## config.mk

```make
export PLATFORM = sky130hd
export DESIGN_NAME = pllc_top
export DESIGN_NICKNAME = d
export VERILOG_FILES = /design/src/pllc_pkg.sv /design/src/pllc_sync.sv /design/src/pllc_clk_switch.sv /design/src/pllc_top.sv
export SDC_FILE = /design/constraint.sdc
export NUM_CORES = 1
export LEC_CHECK = 0
export ABC_CLOCK_PERIOD_IN_PS = 2100
export BUFFER_PORTS_ARGS = -buffer_cell sky130_fd_sc_hd__buf_2
export CAP_MARGIN = 10
export CORE_ASPECT_RATIO = 2
export CORE_UTILIZATION = 40
export CTS_CLUSTER_DIAMETER = 100
export CTS_CLUSTER_SIZE = 40
export DETAILED_ROUTE_END_ITERATION = 10
export GPL_TIMING_DRIVEN = 0
export SETUP_SLACK_MARGIN = 0.5
export SKIP_CTS_REPAIR_TIMING = 1
export SLEW_MARGIN = 20
export SYNTH_ARGS = -nofsm -noshare
export SYNTH_HDL_FRONTEND = slang
export SYNTH_HIERARCHICAL = 1
export SYNTH_SLANG_ARGS = --single-unit
```

## constraint.sdc

```tcl
create_clock -name aclk -period 2.1 [get_ports aclk]
set_input_delay 0.42 -clock aclk [delete_from_list [all_inputs] [get_ports aclk]]
set_output_delay 0.42 -clock aclk [all_outputs]
set_load 0.005 [all_outputs]
```

## src/pllc_pkg.sv

```systemverilog
package pllc_pkg;
   // register byte offsets on the bus
   localparam logic [7:0] CTRL_OFS = 8'h00; // pll control
   localparam logic [7:0] BW_OFS = 8'h04; // bandwidth control
   localparam logic [7:0] MUL_OFS = 8'h08; // feedback multiplier
   localparam logic [7:0] VRS_OFS = 8'h0C; // vco range select
   localparam logic [7:0] RDS_OFS = 8'h10; // reference divider select
   localparam logic [7:0] BRK_OFS = 8'h14; // break flag control
   // field positions in the control register
   localparam int CTRL_IE = 7; // irq enable
   localparam int CTRL_IF = 6; // irq flag, read only
   localparam int CTRL_ON = 5; // pll enable
   localparam int CTRL_BCS = 4; // base clock select
   localparam int CTRL_PRE = 2; // prescaler, two bits
   localparam int CTRL_VPR = 0; // power-of-two range, two bits
   // field positions elsewhere
   localparam int BW_AUTO = 7; // automatic bandwidth
   localparam int BW_LOCK = 6; // lock indicator, read only
   localparam int BW_ACQ = 5; // acquisition / tracking
   localparam int BRK_BREAK_CLEAR_ENABLE = 7; // break clear enable
   // values after reset
   localparam logic [7:0] VRS_RST = 8'h40;
   localparam logic [3:0] RDS_RST = 4'h1;
   localparam logic [11:0] MUL_RST = 12'h040;
   localparam logic ON_RST = 1'b1;
   // source edges waited on each side of a clock switch
   localparam int SWITCH_EDGES = 3;
   // bus answers
   localparam logic [1:0] RESP_OKAY = 2'b00;
   localparam logic [1:0] RESP_SLVERR = 2'b10;
endpackage : pllc_pkg

```

## src/pllc_sync.sv

```systemverilog
`timescale 1ns/1ps
// two-stage synchroniser for a level from another domain
module pllc_sync #(
   parameter int STAGES = 2 // flip-flops in the chain
) (
   input wire logic aclk, // system clock
   input wire logic aresetn, // synchronous reset, active low
   input wire logic din, // asynchronous level
   output logic dout // synchronised level
);
   logic [STAGES-1:0] chain_q; // only the last stage is read

   initial begin
      if (STAGES < 2) begin
         $error("pllc_sync needs at least two stages");
      end
   end

   // shift chain; only the next stage looks at the first stage
   always_ff @(posedge aclk) begin
      if (!aresetn) begin
         chain_q <= '0;
      end else begin
         chain_q <= {chain_q[STAGES-2:0], din};
      end
   end

   assign dout = chain_q[STAGES-1];
endmodule : pllc_sync

```

## src/pllc_clk_switch.sv

```systemverilog
`timescale 1ns/1ps
// glitch-free base clock selector: divide-by-two of the chosen source
module pllc_clk_switch (
   input wire logic aclk, // system clock
   input wire logic aresetn, // synchronous reset, active low
   input wire logic osc_lvl, // synchronised oscillator clock level
   input wire logic vco_lvl, // synchronised divided vco clock level
   input wire logic sel_req, // requested source, 1 = vco
   output logic base_clock_out, // divided-by-two selected clock
   output logic sel_active // source now driving the output
);
   typedef enum logic [1:0] {
      SW_RUN = 2'b00, // toggling on the active source
      SW_OLD = 2'b01, // stasis, counting old source edges
      SW_NEW = 2'b10 // stasis, counting new source edges
   } pllc_sw_e;

   pllc_sw_e st_q; // switch state
   logic [1:0] cnt_q; // edges seen in this phase
   logic osc_d1_q; // previous oscillator level
   logic vco_d1_q; // previous vco level
   logic osc_rise; // oscillator rising edge
   logic vco_rise; // vco rising edge
   logic act_rise; // rising edge of active source
   logic new_rise; // rising edge of requested source

   assign osc_rise = osc_lvl & ~osc_d1_q;
   assign vco_rise = vco_lvl & ~vco_d1_q;
   assign act_rise = sel_active ? vco_rise : osc_rise;
   assign new_rise = sel_req ? vco_rise : osc_rise;

   // edge history
   always_ff @(posedge aclk) begin
      if (!aresetn) begin
         osc_d1_q <= 1'b0;
         vco_d1_q <= 1'b0;
      end else begin
         osc_d1_q <= osc_lvl;
         vco_d1_q <= vco_lvl;
      end
   end

   // hold the output still until both sources have been seen settle
   always_ff @(posedge aclk) begin
      if (!aresetn) begin
         st_q <= SW_RUN;
         cnt_q <= 2'b00;
         sel_active <= 1'b0;
      end else begin
         case (st_q)
            SW_RUN: begin
               if (sel_req != sel_active) begin
                  st_q <= SW_OLD;
                  cnt_q <= 2'b00;
               end
            end
            SW_OLD: begin
               // waits for SWITCH_EDGES edges of the old source; a stopped old source hangs the switch
               if (act_rise) begin
                  if (cnt_q == 2'(pllc_pkg::SWITCH_EDGES - 1)) begin
                     st_q <= SW_NEW;
                     cnt_q <= 2'b00;
                  end else begin
                     cnt_q <= cnt_q + 2'b01;
                  end
               end
            end
            SW_NEW: begin
               if (new_rise) begin
                  if (cnt_q == 2'(pllc_pkg::SWITCH_EDGES - 1)) begin
                     st_q <= SW_RUN;
                     sel_active <= sel_req;
                     cnt_q <= 2'b00;
                  end else begin
                     cnt_q <= cnt_q + 2'b01;
                  end
               end
            end
            default: begin
               st_q <= SW_RUN;
            end
         endcase
      end
   end

   // output toggles only while running, so no shortened pulse
   always_ff @(posedge aclk) begin
      if (!aresetn) begin
         base_clock_out <= 1'b0;
      end else if (st_q == SW_RUN && act_rise) begin
         base_clock_out <= ~base_clock_out;
      end
   end
endmodule : pllc_clk_switch

```

## src/pllc_top.sv

```systemverilog
// The placing of the registers and register access over AXI4-Lite were decided locally.
`timescale 1ns/1ps
module pllc_top (
   input wire logic aclk, // system clock, 20 MHz
   input wire logic aresetn, // synchronous reset, active low
   input wire logic [7:0] s_axi_awaddr, // write address
   input wire logic s_axi_awvalid, // write address valid
   output logic s_axi_awready, // write address ready
   input wire logic [31:0] s_axi_wdata, // write data
   input wire logic [3:0] s_axi_wstrb, // write byte strobes
   input wire logic s_axi_wvalid, // write data valid
   output logic s_axi_wready, // write data ready
   output logic [1:0] s_axi_bresp, // write response
   output logic s_axi_bvalid, // write response valid
   input wire logic s_axi_bready, // write response ready
   input wire logic [7:0] s_axi_araddr, // read address
   input wire logic s_axi_arvalid, // read address valid
   output logic s_axi_arready, // read address ready
   output logic [31:0] s_axi_rdata, // read data
   output logic [1:0] s_axi_rresp, // read response
   output logic s_axi_rvalid, // read data valid
   input wire logic s_axi_rready, // read data ready
   input wire logic pll_locked_in, // lock detector level, async
   input wire logic osc_clock, // oscillator clock level, async
   input wire logic divided_vco_clock, // divided vco clock level, async
   input wire logic stop_mode, // stop mode active
   input wire logic debug_break, // debug break state active
   output logic pll_irq, // interrupt request to processor
   output logic pll_run, // analog loop and vco enable
   output logic [7:0] vco_range, // range multiplier to vco
   output logic [3:0] ref_div, // effective reference divider
   output logic [11:0] feedback_mul, // effective feedback multiplier
   output logic [1:0] prescale, // prescaler code
   output logic [1:0] vco_power, // power-of-two range code
   output logic auto_bw, // automatic bandwidth mode
   output logic acq_track, // acquisition/tracking control, manual value or lock level in auto mode
   output logic base_clock_out, // base clock to system unit
   output logic base_vco_active // vco path now drives base clock
);
   // byte merge for one register lane group
   function automatic logic [31:0] merge(input logic [31:0] old, input logic [31:0] nw,
                                         input logic [3:0] strb);
      logic [31:0] r;
      r = old;
      for (int i = 0; i < 4; i++) begin
         if (strb[i]) begin
            r[8*i +: 8] = nw[8*i +: 8];
         end
      end
      return r;
   endfunction : merge

   // a value of zero behaves as one
   function automatic logic [11:0] zero_as_one(input logic [11:0] v);
      return (v == 12'h000) ? 12'h001 : v;
   endfunction : zero_as_one

   // software state
   logic pll_irq_enable_q; // interrupt enable
   logic pll_irq_flag_q; // lock change flag
   logic pll_enable_q; // pll on
   logic base_clock_select_q; // vco path requested
   logic [1:0] pre_q; // prescaler bits
   logic [1:0] vpr_q; // power range bits
   logic auto_q; // automatic bandwidth
   logic acq_q; // manual acquisition value
   logic [11:0] mul_q; // feedback_multiplier_field
   logic [7:0] vco_range_field_q; // vco_range_field
   logic [3:0] ref_divider_field_q; // ref_divider_field
   logic break_clear_enable_q; // break_clear_enable
   // bus state
   logic aw_held_q; // write address captured
   logic w_held_q; // write data captured
   logic [7:0] awaddr_q; // captured write address
   logic [31:0] wdata_q; // captured write data
   logic [3:0] wstrb_q; // captured strobes
   // lock tracking
   logic lock_s; // synchronised lock
   logic lock_d1_q; // previous lock
   logic osc_s; // synchronised oscillator
   logic vco_s; // synchronised vco clock
   logic lock_chg; // lock toggled
   // decode helpers
   logic wr_go; // both halves held, response slot free
   logic rd_go; // read address taken this cycle
   logic wr_ctrl; // write to control register
   logic rd_ctrl; // read of control register
   logic [31:0] ctrl_w; // merged control write value
   logic [31:0] rd_val; // read mux
   logic rd_hit; // read address mapped
   logic wr_hit; // write address mapped
   logic range_zero; // vco range all clear
   logic flag_clr; // flag cleared by this read
   logic vco_gated; // vco level with stop gating

   pllc_sync u_sync_lock (
      .aclk(aclk),
      .aresetn(aresetn),
      .din(pll_locked_in),
      .dout(lock_s)
   );

   pllc_sync u_sync_osc (
      .aclk(aclk),
      .aresetn(aresetn),
      .din(osc_clock),
      .dout(osc_s)
   );

   pllc_sync u_sync_vco (
      .aclk(aclk),
      .aresetn(aresetn),
      .din(divided_vco_clock),
      .dout(vco_s)
   );

   assign wr_go = aw_held_q & w_held_q & ~s_axi_bvalid;
   assign rd_go = s_axi_arvalid & s_axi_arready;
   assign wr_hit = (awaddr_q == pllc_pkg::CTRL_OFS) || (awaddr_q == pllc_pkg::BW_OFS) ||
                   (awaddr_q == pllc_pkg::MUL_OFS) || (awaddr_q == pllc_pkg::VRS_OFS) ||
                   (awaddr_q == pllc_pkg::RDS_OFS) || (awaddr_q == pllc_pkg::BRK_OFS);
   assign wr_ctrl = wr_go & (awaddr_q == pllc_pkg::CTRL_OFS);
   assign rd_ctrl = rd_go & (s_axi_araddr == pllc_pkg::CTRL_OFS);
   assign ctrl_w = merge(32'h0000_0000, wdata_q, wstrb_q);
   assign range_zero = (vco_range_field_q == 8'h00);
   assign lock_chg = lock_s ^ lock_d1_q;
   // read clears unless break protects the flag
   assign flag_clr = rd_ctrl & (~debug_break | break_clear_enable_q);
   // no vco clock reaches the selector in stop
   assign vco_gated = vco_s & ~stop_mode;

   // write address and data are taken independently, held until answered
   always_ff @(posedge aclk) begin
      if (!aresetn) begin
         aw_held_q <= 1'b0;
         w_held_q <= 1'b0;
         awaddr_q <= 8'h00;
         wdata_q <= 32'h0000_0000;
         wstrb_q <= 4'h0;
      end else begin
         if (s_axi_awvalid && s_axi_awready) begin
            aw_held_q <= 1'b1;
            awaddr_q <= {s_axi_awaddr[7:2], 2'b00};
         end else if (wr_go) begin
            aw_held_q <= 1'b0;
         end
         if (s_axi_wvalid && s_axi_wready) begin
            w_held_q <= 1'b1;
            wdata_q <= s_axi_wdata;
            wstrb_q <= s_axi_wstrb;
         end else if (wr_go) begin
            w_held_q <= 1'b0;
         end
      end
   end

   assign s_axi_awready = ~aw_held_q;
   assign s_axi_wready = ~w_held_q;

   // write response, one cycle after both halves are held
   always_ff @(posedge aclk) begin
      if (!aresetn) begin
         s_axi_bvalid <= 1'b0;
         s_axi_bresp <= pllc_pkg::RESP_OKAY;
      end else if (wr_go) begin
         s_axi_bvalid <= 1'b1;
         s_axi_bresp <= wr_hit ? pllc_pkg::RESP_OKAY : pllc_pkg::RESP_SLVERR;
      end else if (s_axi_bready) begin
         s_axi_bvalid <= 1'b0;
      end
   end

   // control register; protected fields keep their value on blocked writes
   always_ff @(posedge aclk) begin
      if (!aresetn) begin
         pll_irq_enable_q <= 1'b0;
         pll_enable_q <= pllc_pkg::ON_RST;
         base_clock_select_q <= 1'b0;
         pre_q <= 2'b00;
         vpr_q <= 2'b00;
      end else begin
         if (wr_ctrl && wstrb_q[0]) begin
            // irq enable can only be written in automatic mode
            if (auto_q) begin
               pll_irq_enable_q <= ctrl_w[pllc_pkg::CTRL_IE];
            end
            // clearing enable is blocked while the vco path is selected
            if (ctrl_w[pllc_pkg::CTRL_ON] || !base_clock_select_q) begin
               pll_enable_q <= ctrl_w[pllc_pkg::CTRL_ON];
            end
            if (!pll_enable_q) begin
               pre_q <= ctrl_w[pllc_pkg::CTRL_PRE +: 2];
               vpr_q <= ctrl_w[pllc_pkg::CTRL_VPR +: 2];
            end
         end
         if (range_zero) begin
            base_clock_select_q <= 1'b0;
         end else if (wr_ctrl && wstrb_q[0]) begin
            // lock is not consulted: software may select while unlocked
            if (!ctrl_w[pllc_pkg::CTRL_BCS] || pll_enable_q) begin
               base_clock_select_q <= ctrl_w[pllc_pkg::CTRL_BCS];
            end
         end
      end
   end

   // bandwidth and break control; manual value written only in manual mode
   always_ff @(posedge aclk) begin
      if (!aresetn) begin
         auto_q <= 1'b0;
         acq_q <= 1'b0;
         break_clear_enable_q <= 1'b0;
      end else begin
         if (wr_go && awaddr_q == pllc_pkg::BW_OFS && wstrb_q[0]) begin
            auto_q <= wdata_q[pllc_pkg::BW_AUTO];
            // in auto mode the manual value is kept for later
            if (!auto_q) begin
               acq_q <= wdata_q[pllc_pkg::BW_ACQ];
            end
         end
         if (wr_go && awaddr_q == pllc_pkg::BRK_OFS && wstrb_q[0]) begin
            break_clear_enable_q <= wdata_q[pllc_pkg::BRK_BREAK_CLEAR_ENABLE];
         end
      end
   end

   // protected programming registers
   always_ff @(posedge aclk) begin
      if (!aresetn) begin
         mul_q <= pllc_pkg::MUL_RST;
         vco_range_field_q <= pllc_pkg::VRS_RST;
         ref_divider_field_q <= pllc_pkg::RDS_RST;
      end else if (wr_go && !pll_enable_q) begin
         if (awaddr_q == pllc_pkg::MUL_OFS) begin
            mul_q <= 12'(merge({20'h0_0000, mul_q}, wdata_q, wstrb_q));
         end else if (awaddr_q == pllc_pkg::VRS_OFS && wstrb_q[0]) begin
            vco_range_field_q <= wdata_q[7:0];
         end else if (awaddr_q == pllc_pkg::RDS_OFS && wstrb_q[0]) begin
            ref_divider_field_q <= wdata_q[3:0];
         end
      end
   end

   // lock change flag; a change in the clearing cycle still sets it
   always_ff @(posedge aclk) begin
      if (!aresetn) begin
         lock_d1_q <= 1'b0;
         pll_irq_flag_q <= 1'b0;
      end else begin
         lock_d1_q <= lock_s;
         if (lock_chg && auto_q) begin
            pll_irq_flag_q <= 1'b1;
         end else if (flag_clr || !auto_q) begin
            pll_irq_flag_q <= 1'b0;
         end
      end
   end

   // read mux; lock and flag read zero in manual mode
   always_comb begin
      rd_val = 32'h0000_0000;
      rd_hit = 1'b1;
      if (s_axi_araddr == pllc_pkg::CTRL_OFS) begin
         rd_val[pllc_pkg::CTRL_IE] = pll_irq_enable_q & auto_q;
         rd_val[pllc_pkg::CTRL_IF] = pll_irq_flag_q & auto_q;
         rd_val[pllc_pkg::CTRL_ON] = pll_enable_q;
         rd_val[pllc_pkg::CTRL_BCS] = base_clock_select_q;
         rd_val[pllc_pkg::CTRL_PRE +: 2] = pre_q;
         rd_val[pllc_pkg::CTRL_VPR +: 2] = vpr_q;
      end else if (s_axi_araddr == pllc_pkg::BW_OFS) begin
         rd_val[pllc_pkg::BW_AUTO] = auto_q;
         rd_val[pllc_pkg::BW_LOCK] = lock_s & auto_q;
         rd_val[pllc_pkg::BW_ACQ] = auto_q ? lock_s : acq_q;
      end else if (s_axi_araddr == pllc_pkg::MUL_OFS) begin
         rd_val[11:0] = mul_q;
      end else if (s_axi_araddr == pllc_pkg::VRS_OFS) begin
         rd_val[7:0] = vco_range_field_q;
      end else if (s_axi_araddr == pllc_pkg::RDS_OFS) begin
         rd_val[3:0] = ref_divider_field_q;
      end else if (s_axi_araddr == pllc_pkg::BRK_OFS) begin
         rd_val[pllc_pkg::BRK_BREAK_CLEAR_ENABLE] = break_clear_enable_q;
      end else begin
         rd_hit = 1'b0;
      end
   end

   // read channel, data registered one cycle after the address
   always_ff @(posedge aclk) begin
      if (!aresetn) begin
         s_axi_rvalid <= 1'b0;
         s_axi_rdata <= 32'h0000_0000;
         s_axi_rresp <= pllc_pkg::RESP_OKAY;
      end else if (rd_go) begin
         s_axi_rvalid <= 1'b1;
         s_axi_rdata <= rd_val;
         s_axi_rresp <= rd_hit ? pllc_pkg::RESP_OKAY : pllc_pkg::RESP_SLVERR;
      end else if (s_axi_rready) begin
         s_axi_rvalid <= 1'b0;
      end
   end

   assign s_axi_arready = ~s_axi_rvalid;

   // registered controls to the analog loop; wait mode is not an input at all
   always_ff @(posedge aclk) begin
      if (!aresetn) begin
         pll_irq <= 1'b0;
         pll_run <= 1'b0;
         vco_range <= pllc_pkg::VRS_RST;
         ref_div <= pllc_pkg::RDS_RST;
         feedback_mul <= pllc_pkg::MUL_RST;
         prescale <= 2'b00;
         vco_power <= 2'b00;
         auto_bw <= 1'b0;
         acq_track <= 1'b0;
      end else begin
         pll_irq <= pll_irq_flag_q & pll_irq_enable_q & auto_q;
         pll_run <= pll_enable_q & ~range_zero & ~stop_mode;
         vco_range <= vco_range_field_q;
         ref_div <= 4'(zero_as_one({8'h00, ref_divider_field_q}));
         feedback_mul <= zero_as_one(mul_q);
         prescale <= pre_q;
         vco_power <= vpr_q;
         auto_bw <= auto_q;
         acq_track <= auto_q ? lock_s : acq_q;
      end
   end

   pllc_clk_switch u_switch (
      .aclk(aclk),
      .aresetn(aresetn),
      .osc_lvl(osc_s),
      .vco_lvl(vco_gated),
      .sel_req(base_clock_select_q),
      .base_clock_out(base_clock_out),
      .sel_active(base_vco_active)
   );
endmodule : pllc_top

```

==> flow_summary.ini, run 1 <==
[finish]
nFillCells = 1090
regArea_mm2 = 0.00241
multi_input_area_mm2 = 0.00215
fin_nets = 732
layout-drive-gt1-share_pct = 26.1
layout_common_cells = dfxtp_1 (117), buf_2 (94), nand2_1 (93)
num_antenna_cells = 0
stdcell_area_mm2 = 0.00624
area_growth_syn_to_layout_pct = 30.4
layout.cells.most_common = dfxtp_1

[worst_setup_path]
r2r_slack_ns = 0.38
cp_cell_sequence = or4_4, nor4b_4, buf_6, mux2i_1, nand2_1
slowest_stage = or4_4
reg2reg_depth = 5
cp_top_family = simple AND/OR/NAND/NOR gates
start_kind = flip-flop
cp.arrival_ns = 2.01
crit_path_max_incr_delay_ns = 0.56
cp.required_ns = 2.39
cp-end-kind = flip-flop
crit_fanout = 6
rr_endpoint = mul_q[6]$_SDFFE_PN1P_
rr_startpoint = awaddr_q[5]$_SDFFE_PN0P_
worst-path-buf-inv = 1
critPathKind = flip-flop to flip-flop
critPathLaunch = awaddr_q[5]$_SDFFE_PN0P_

[global_routing]
antenna_found_initial = 0
grt.total_usage_pct = 21.3
grt_max_degree = 17
grt_pass1_vias = 3932
grt_pass1_wl_mm = 19.5
grt_overflow = 0

[timing]
clock.fmax_mhz = 581
fin_hold_ws_ns = 0.210
slew_headroom_pct = 59.3
finalCriticalPeriod_ns = 1.72
setup_tns_ns = 0
report.final.setup_viol = 0
finalMaxSlewViolations = 0
rsz0062_at_grt = yes
worst_pin_slew_ns = 0.610
finalWorstSetupSlack_ns = 0.380
fin_skew_ns = 0.00680
period_share_pct = 81.9
hold_viol_final = 0

[cts]
clock_latency_ns = 0.41
cts.clk_slew.worst_paths_ns = 0.05
clock_path_buffers = 2
cts_root_buffer = clkbuf_16
cts_tree = built
cts_sinks = 120
cts_buffers = 17
htreeDepth = 4

[synthesis]
netlist_instances = 525
synth.avg_cell_area_um2 = 9.11
synthFlopType = dfxtp_1
synth_seq_cells = 120
ys_warn_count = 6
synth_edf_count = 0
synth_cell_type_count = 54
syn-cell-area_mm2 = 0.00478
synthArstFlopShare_pct = 0
ys_seq_area_share_pct = 50.2

[floorplanning]
coreArea_mm2 = 0.0117
rows = 56
ios = 139
die_h_um = 157
start_util_pct = 40.9
die_w_um = 79.3
dieArea_mm2 = 0.0124

[placement]
place_congestion = 0.869
hpwlAfterDp_mm = 9.75
io_buffers = 92
placed_cell_area_mm2 = 0.00553
place_ws_ns = 0.106

[power]
p_leak_nw = 2.82
p_per_area_mw_per_mm2 = 913
ir_drop_uv = 617

[outcome]
outcome = finished, final reports clean

[flow_run]
max_cap_viol_count = 0

[route]
first_iter_violations = 267
firstDrtPassIters = 4
drc = 0
routedWlPerCell_um = 15.3
via_per_inst = 4.88
vias = 4010
wl_mm = 12.6
antenna_left = 0

[min_path]
min_from = pll_locked_in
holdPathStages = 2
holdPathEnd = u_sync_lock/chain_q[0]$_SDFF_PN0_
hold_path.class = input port to flip-flop
synth_stat cells (all sizes together) (3+ instances only):
| cell | count | share of area [%] |
|---|---|---|
| dfxtp | 120 | 50 |
| nand2 | 94 | 7.4 |
| inv | 29 | 2.3 |
| o21ai | 29 | 3.0 |
| mux2i | 28 | 5.9 |
| a21boi | 24 | 3.8 |
| buf | 24 | 3.8 |
| clkbuf | 22 | 1.7 |
| and2 | 21 | 2.7 |
| nand3 | 17 | 1.8 |
| a21oi | 15 | 1.6 |
| nor3 | 14 | 1.8 |
| nor2b | 12 | 1.6 |
| nor2 | 10 | 0.84 |
| nand2b | 7 | 0.92 |
| nand4 | 7 | 0.92 |
| nor4 | 5 | 0.78 |
| a32o | 4 | 0.84 |
| ha | 4 | 1.0 |
| or4 | 4 | 0.71 |
| o311ai | 3 | 0.55 |
| or3 | 3 | 0.39 |
report_power, final:
group / leakage [nW] / internal [W] / switching (W)
clock: 0.281 / 0.00183 / 0.00103
sequential: 0.975 / 0.00233 / 0.0000476
combinational: 1.57 / 0.000204 / 0.000249
metal layers:
| layer | global-route usage, % | vias up | part of all wire [%] |
|---|---|---|---|
| met5 | 0 | - | 0 |
| met4 | 13.0 | 0 | 4.1 |
| met3 | 4.90 | 26 | 3.2 |
| met2 | 40.6 | 104 | 57 |
| met1 | 19.8 | 1857 | 36 |
| li1 | - | 2023 | - |
stage by stage:
stage               utilization (%)  total power [W]  cells
finish                         53.3          0.00570    822
global route                   53.3          0.00592    822
CTS                            52.4          0.00572    815
detailed placement             47.3          0.00286    783
global placement               47.3          0.00285    783
floorplan                         -          0.00271    546
sequential cells by signal, indices dropped and copies added (netlist names), 4 cells and up:
signal	count
s_axi_rdata	12
mul_q	12
ref_div	4
feedback_mul	12
vco_range_field_q	8
ref_divider_field_q	4
awaddr_q	6
vco_range	8
wdata_q	12
logic make-up after synthesis:
logic type / count (synthesis) / share of synthesized area (%)
and+or+nand+nor: 205 / 22.0
DFF: 120 / 50.2
AOI/OAI and AO/OA: 88 / 11.9
buffers and inverters: 75 / 7.79
muxes: 30 / 6.56
adders and majority gates: 4 / 1.05
xor gates and xnor gates: 2 / 0.366
other: 1 / 0.0784
final cells by class:
cell class | count | area share, %
Sequential cell | 120 | 38.6
Clock buffer | 21 | 7.54
Buffer | 46 | 4.59
Multi-Input combinational cell | 351 | 34.4
Timing Repair Buffer | 99 | 8.24
Tap cell | 145 | 2.91
Inverter | 29 | 1.74
Clock inverter | 11 | 1.97
how the worst max path moves through the flow:
| stage | to | slack (ns) | cells after the start |
|---|---|---|---|
| after global routing | mul_q[7]$_SDFFE_PN0P_ | 0.29 | 6 |
| final | mul_q[6]$_SDFFE_PN1P_ | 0.38 | 5 |
| after floorplan | mul_q[6]$_SDFFE_PN1P_ | 0.48 | 4 |
| after global placement | ref_div[0]$_SDFF_PP1_ | 0.09 | 4 |
| after detailed placement | ref_div[0]$_SDFF_PP1_ | 0.11 | 4 |
| after CTS | vpr_q[0]$_SDFFE_PN0P_ | 0.27 | 5 |
(Power assumes the default switching activity.)
==> inputs of run 2 (changes only) <==
--- a/config.mk
+++ b/config.mk
@@ -5,7 +5,7 @@
 export SDC_FILE = /design/constraint.sdc
 export NUM_CORES = 1
 export LEC_CHECK = 0
-export ABC_CLOCK_PERIOD_IN_PS = 2100
+export ABC_CLOCK_PERIOD_IN_PS = 1500
 export BUFFER_PORTS_ARGS = -buffer_cell sky130_fd_sc_hd__buf_2
 export CAP_MARGIN = 10
 export CORE_ASPECT_RATIO = 2
@@ -14,6 +14,7 @@
 export CTS_CLUSTER_SIZE = 40
 export DETAILED_ROUTE_END_ITERATION = 10
 export GPL_TIMING_DRIVEN = 0
+export PLACE_DENSITY = 0.67
 export SETUP_SLACK_MARGIN = 0.5
 export SKIP_CTS_REPAIR_TIMING = 1
 export SLEW_MARGIN = 20
==> constraint.sdc (replaced) <==
create_clock -name aclk -period 1.5 [get_ports aclk]
set_input_delay 0.3 -clock aclk [delete_from_list [all_inputs] [get_ports aclk]]
set_output_delay 0.3 -clock aclk [all_outputs]
set_load 0.005 [all_outputs]
==> run 2 against run 1 <==
Effect of this change:
- the run now ends with negative setup slack left
- core utilization rose by 6.4 points
- clock power up 42%
- global-route usage grew 0.63 points
- clock-buffer cell count grew 1
- power increased by 45%
- worst hold slack worse by 0.11 ns
- design area up 12%
- register-to-register slack worse by 0.60 ns
- critical path type unchanged
- largest cell class is now multi-input combinational cells
- highest routed layer unchanged
==> flow_summary.ini, run 2 (same netlist as run 1, synthesis figures left out) <==
[outcome]
outcome = finished, violations left
violations = negative setup slack

[finish]
stdcell_area_mm2 = 0.00698
layout_common_cells = dfxtp_1 (79), buf_2 (77), nand2_1 (75)
layout.cells.most_common = dfxtp_1
num_antenna_cells = 0
layout-drive-gt1-share_pct = 44.7
fin_util_pct = 59.7
fin_nets = 747
area_growth_syn_to_layout_pct = 45.9

[power]
p_leak_nw = 3.09
p_per_area_mw_per_mm2 = 1190
ir_drop_uv = 1120
fin_total_pwr_w = 0.00828

[worst_setup_path]
cp.arrival_ns = 2.02
start_kind = flip-flop
cp-end-kind = flip-flop
crit_fanout = 6
critPathKind = flip-flop to flip-flop
cp.required_ns = 1.79

[global_routing]
grt_overflow = 0
antenna_found_initial = 0
grt_max_degree = 17
use_met2_pct = 41.8
grtUsageMet3_pct = 5.48
grt_pass1_vias = 4119
grt.total_usage_pct = 22.0
globalRouteMet1Util_pct = 19.9
grt-busiest-layer = met2
grt_pass1_wl_mm = 20.1

[cts]
cts.clk_slew.worst_paths_ns = 0.05
cts_root_buffer = clkbuf_16
clock_latency_ns = 0.41
cts_buffers = 17
cts_sinks = 120
htreeDepth = 4
cts_tree = built
clock_path_buffers = 2

[route]
drc = 0
wl_mm = 13.3
vias = 4206
antenna_left = 0
firstDrtPassIters = 4
via_per_inst = 5.03
first_iter_violations = 199
routedWlPerCell_um = 15.9

[timing]
clock.fmax_mhz = 581
finalWorstSetupSlack_ns = -0.222
rsz0062_at_grt = yes
fin_skew_ns = 0.00685
setup_tns_ns = -4.21
hold_viol_final = 0
finalCriticalPeriod_ns = 1.72
period_share_pct = 115
finalMaxSlewViolations = 0
fin_hold_ws_ns = 0.0982
report.final.setup_viol = 27

[min_path]
hold_path.class = input port to flip-flop

[flow_run]
max_cap_viol_count = 0

[placement]
place_congestion = 0.910
io_buffers = 92
hpwlAfterDp_mm = 9.69
placed_cell_area_mm2 = 0.00568

[floorplanning]
ios = 139
coreArea_mm2 = 0.0117
die_w_um = 79.3
dieArea_mm2 = 0.0124
rows = 56
start_util_pct = 40.9
die_h_um = 157
-- run 2: area by class of cell --
type | instances | area, µm²
multi-input cells | 351 | 2500
repair buffers | 114 | 758
plain buffers | 46 | 355
clock buffers | 22 | 474
fillers | 1010 | 4720
clock inverters | 9 | 123
inverters | 29 | 119
flip-flops and latches | 120 | 2480
well taps | 145 | 181
-- run 2: path summary, 6_finish.rpt --
path / from / endpoint / slack (ns) / cells past startpoint
max reg2reg: awaddr_q[7]$_SDFFE_PN0P_ / mul_q[6]$_SDFFE_PN1P_ / -0.22 / 5
min: divided_vco_clock / u_sync_vco/chain_q[0]$_SDFF_PN0_ / 0.1 / 2
max: awaddr_q[7]$_SDFFE_PN0P_ / mul_q[6]$_SDFFE_PN1P_ / -0.22 / 5
min reg2reg: u_sync_vco/chain_q[0]$_SDFF_PN0_ / u_sync_vco/chain_q[1]$_SDFF_PN0_ / 0.43 / 1
-- run 2: where the power goes --
part           switching, W  internal (W)  total [W]
Combinational      0.000428      0.000430   0.000859
Sequential        0.0000834       0.00327    0.00336
Clock               0.00135       0.00272    0.00406
-- run 2: per-layer routing --
layer / vias up / share of wire, %
li1: 2051 / -
met1: 1973 / 34
met2: 130 / 56
met3: 52 / 3.7
met4: 0 / 7.0
met5: - / 0
-- run 2: critical path, cell delays in order, from the launching register on --
cell	delay [ns]
dfxtp_4	0.35
or4_4	0.56
nor4b_4	0.28
buf_6	0.17
mux2i_1	0.18
nand2_1	0.06
-- run 2: per-stage QoR --
step / std cells / setup WS [ns]
global route: 836 / -0.287
global placement: 783 / -0.317
detailed placement: 783 / -0.353
finish: 836 / -0.222
floorplan: 546 / -0.106
CTS: 814 / -0.368
==> inputs of run 3 (changes only) <==
--- a/config.mk
+++ b/config.mk
@@ -5,7 +5,7 @@
 export SDC_FILE = /design/constraint.sdc
 export NUM_CORES = 1
 export LEC_CHECK = 0
-export ABC_CLOCK_PERIOD_IN_PS = 1500
+export ABC_CLOCK_PERIOD_IN_PS = 2200
 export BUFFER_PORTS_ARGS = -buffer_cell sky130_fd_sc_hd__buf_2
 export CAP_MARGIN = 10
 export CORE_ASPECT_RATIO = 2
@@ -14,7 +14,7 @@
 export CTS_CLUSTER_SIZE = 40
 export DETAILED_ROUTE_END_ITERATION = 10
 export GPL_TIMING_DRIVEN = 0
-export PLACE_DENSITY = 0.67
+export PLACE_DENSITY = 0.6
 export SETUP_SLACK_MARGIN = 0.5
 export SKIP_CTS_REPAIR_TIMING = 1
 export SLEW_MARGIN = 20
==> constraint.sdc (replaced) <==
create_clock -name aclk -period 2.2 [get_ports aclk]
set_input_delay 0.44 -clock aclk [delete_from_list [all_inputs] [get_ports aclk]]
set_output_delay 0.44 -clock aclk [all_outputs]
set_load 0.005 [all_outputs]
==> run 3 against run 2 <==
Effect of this change:
- the flow now finishes without violations
- first-iteration DRC count increased by 7.5%
- routed wire length decreased by 4.3%
- sequential power down 32%
- clock power fell by 34%
- die area unchanged
- worst setup slack gained 0.67 ns
- critical path depth rose by 1
- worst hold slack improved by 0.12 ns
- global-route usage shrank 0.83 points
==> flow_summary.ini, run 3 (same netlist as run 1, synthesis figures left out) <==
[power]
p_per_area_mw_per_mm2 = 871
ir_drop_uv = 577
p_leak_nw = 2.79

[worst_setup_path]
cp-end-kind = flip-flop
worst-path-buf-inv = 3
cp.required_ns = 2.50
cp_top_family = simple AND/OR/NAND/NOR gates
cpMostUsedCell = buf_4
cp.arrival_ns = 2.05
start_kind = flip-flop
cp_cell_sequence = or4_4, nor4b_4, buf_4, buf_4, buf_6, o21ai_1
crit_path_max_incr_delay_ns = 0.57
crit_fanout = 5
slowest_stage = or4_4
critPathKind = flip-flop to flip-flop

[finish]
stdcell_area_mm2 = 0.00620
area_growth_syn_to_layout_pct = 29.5
layout.cells.most_common = dfxtp_1
nFillCells = 1112
layout_common_cells = dfxtp_1 (118), nand2_1 (93), buf_2 (93)
layout-drive-gt1-share_pct = 25.6
fin_nets = 733
num_antenna_cells = 0

[timing]
hold_viol_final = 0
setup_tns_ns = 0
finalMaxSlewViolations = 0
finalCriticalPeriod_ns = 1.75
slew_headroom_pct = 59.4
report.final.setup_viol = 0
worst_pin_slew_ns = 0.609
fin_skew_ns = 0.00465
period_share_pct = 79.5
fin_hold_ws_ns = 0.222
rsz0062_at_grt = yes
clock.fmax_mhz = 572

[route]
firstDrtPassIters = 4
via_per_inst = 4.91
antenna_left = 0
first_iter_violations = 214
vias = 4037
routedWlPerCell_um = 15.5
drc = 0
wl_mm = 12.8

[outcome]
outcome = finished, final reports clean

[global_routing]
grt_overflow = 0
antenna_found_initial = 0
grt_pass1_wl_mm = 19.1
grt.total_usage_pct = 21.1
grt_pass1_vias = 3871
grt_max_degree = 17

[placement]
io_buffers = 92
placed_cell_area_mm2 = 0.00551
place_congestion = 0.875
hpwlAfterDp_mm = 10.0

[floorplanning]
ios = 139
dieArea_mm2 = 0.0124
rows = 56
die_w_um = 79.3
coreArea_mm2 = 0.0117
start_util_pct = 40.9
die_h_um = 157

[cts]
cts_sinks = 120
cts.clk_slew.worst_paths_ns = 0.05
clock_latency_ns = 0.41
cts_tree = built
cts_root_buffer = clkbuf_16
clock_path_buffers = 2
htreeDepth = 4
cts_buffers = 17

[flow_run]
max_cap_viol_count = 0

[min_path]
hold_path.class = input port to flip-flop
==> run 3: changes by cell type in the layout (fill, tap and decap cells not counted), sizes merged <==
cell,before,now
clkinvlp,1,5
clkbuf,36,42
bufinv,3,2
buf,146,124
clkinv,5,4
==> run 3: routing by layer <==
metal | routed length (µm) | vias to the layer above | GRT usage, %
li1 | - | 2019 | -
met1 | 4350 | 1855 | 18.5
met2 | 7290 | 123 | 41.1
met3 | 456 | 40 | 4.43
met4 | 651 | 0 | 14.2
met5 | 0 | - | 0
==> run 3: worst register-to-register path, cell delays in order (launching register included) <==
cell	delay [ns]
dfxtp_4	0.36
or4_4	0.57
nor4b_4	0.26
buf_4	0.17
buf_4	0.11
buf_6	0.10
o21ai_1	0.07
==> run 3: path summary, 6_finish.rpt <==
check / from / endpoint / slack, ns / cells after the start
max: awaddr_q[4]$_SDFFE_PN0P_ / mul_q[0]$_SDFFE_PN0P_ / 0.45 / 6
min: osc_clock / u_sync_osc/chain_q[0]$_SDFF_PN0_ / 0.22 / 2
max reg2reg: awaddr_q[4]$_SDFFE_PN0P_ / mul_q[0]$_SDFFE_PN0P_ / 0.45 / 6
min reg2reg: u_sync_osc/chain_q[0]$_SDFF_PN0_ / u_sync_osc/chain_q[1]$_SDFF_PN0_ / 0.43 / 1
==> run 3: layout make-up <==
cell class / instances / area, µm² / share of cell area [%]
Inverter: 29 / 109 / 1.76
Tap cell: 145 / 181 / 2.93
Timing Repair Buffer: 100 / 524 / 8.46
Buffer: 46 / 268 / 4.32
Multi-Input combinational cell: 351 / 2120 / 34.3
Sequential cell: 120 / 2410 / 38.9
Clock buffer: 20 / 457 / 7.37
Clock inverter: 11 / 125 / 2.02
==> run 3: where the power goes <==
| part | switching [W] | internal [W] | leakage [nW] |
|---|---|---|---|
| combinational | 0.000239 | 0.000198 | 1.55 |
| sequential | 0.0000463 | 0.00223 | 0.975 |
| clock | 0.000974 | 0.00171 | 0.270 |
==> run 3: through the flow <==
stage | std cells | util (%) | total power [W] | setup WS, ns
after floorplan | 546 | - | 0.00258 | 0.517
after global placement | 783 | 47.0 | 0.00272 | 0.147
after detailed placement | 783 | 47.0 | 0.00273 | 0.121
after CTS | 814 | 52.0 | 0.00540 | 0.345
after global routing | 822 | 53.0 | 0.00559 | 0.372
final | 822 | 53.0 | 0.00540 | 0.451
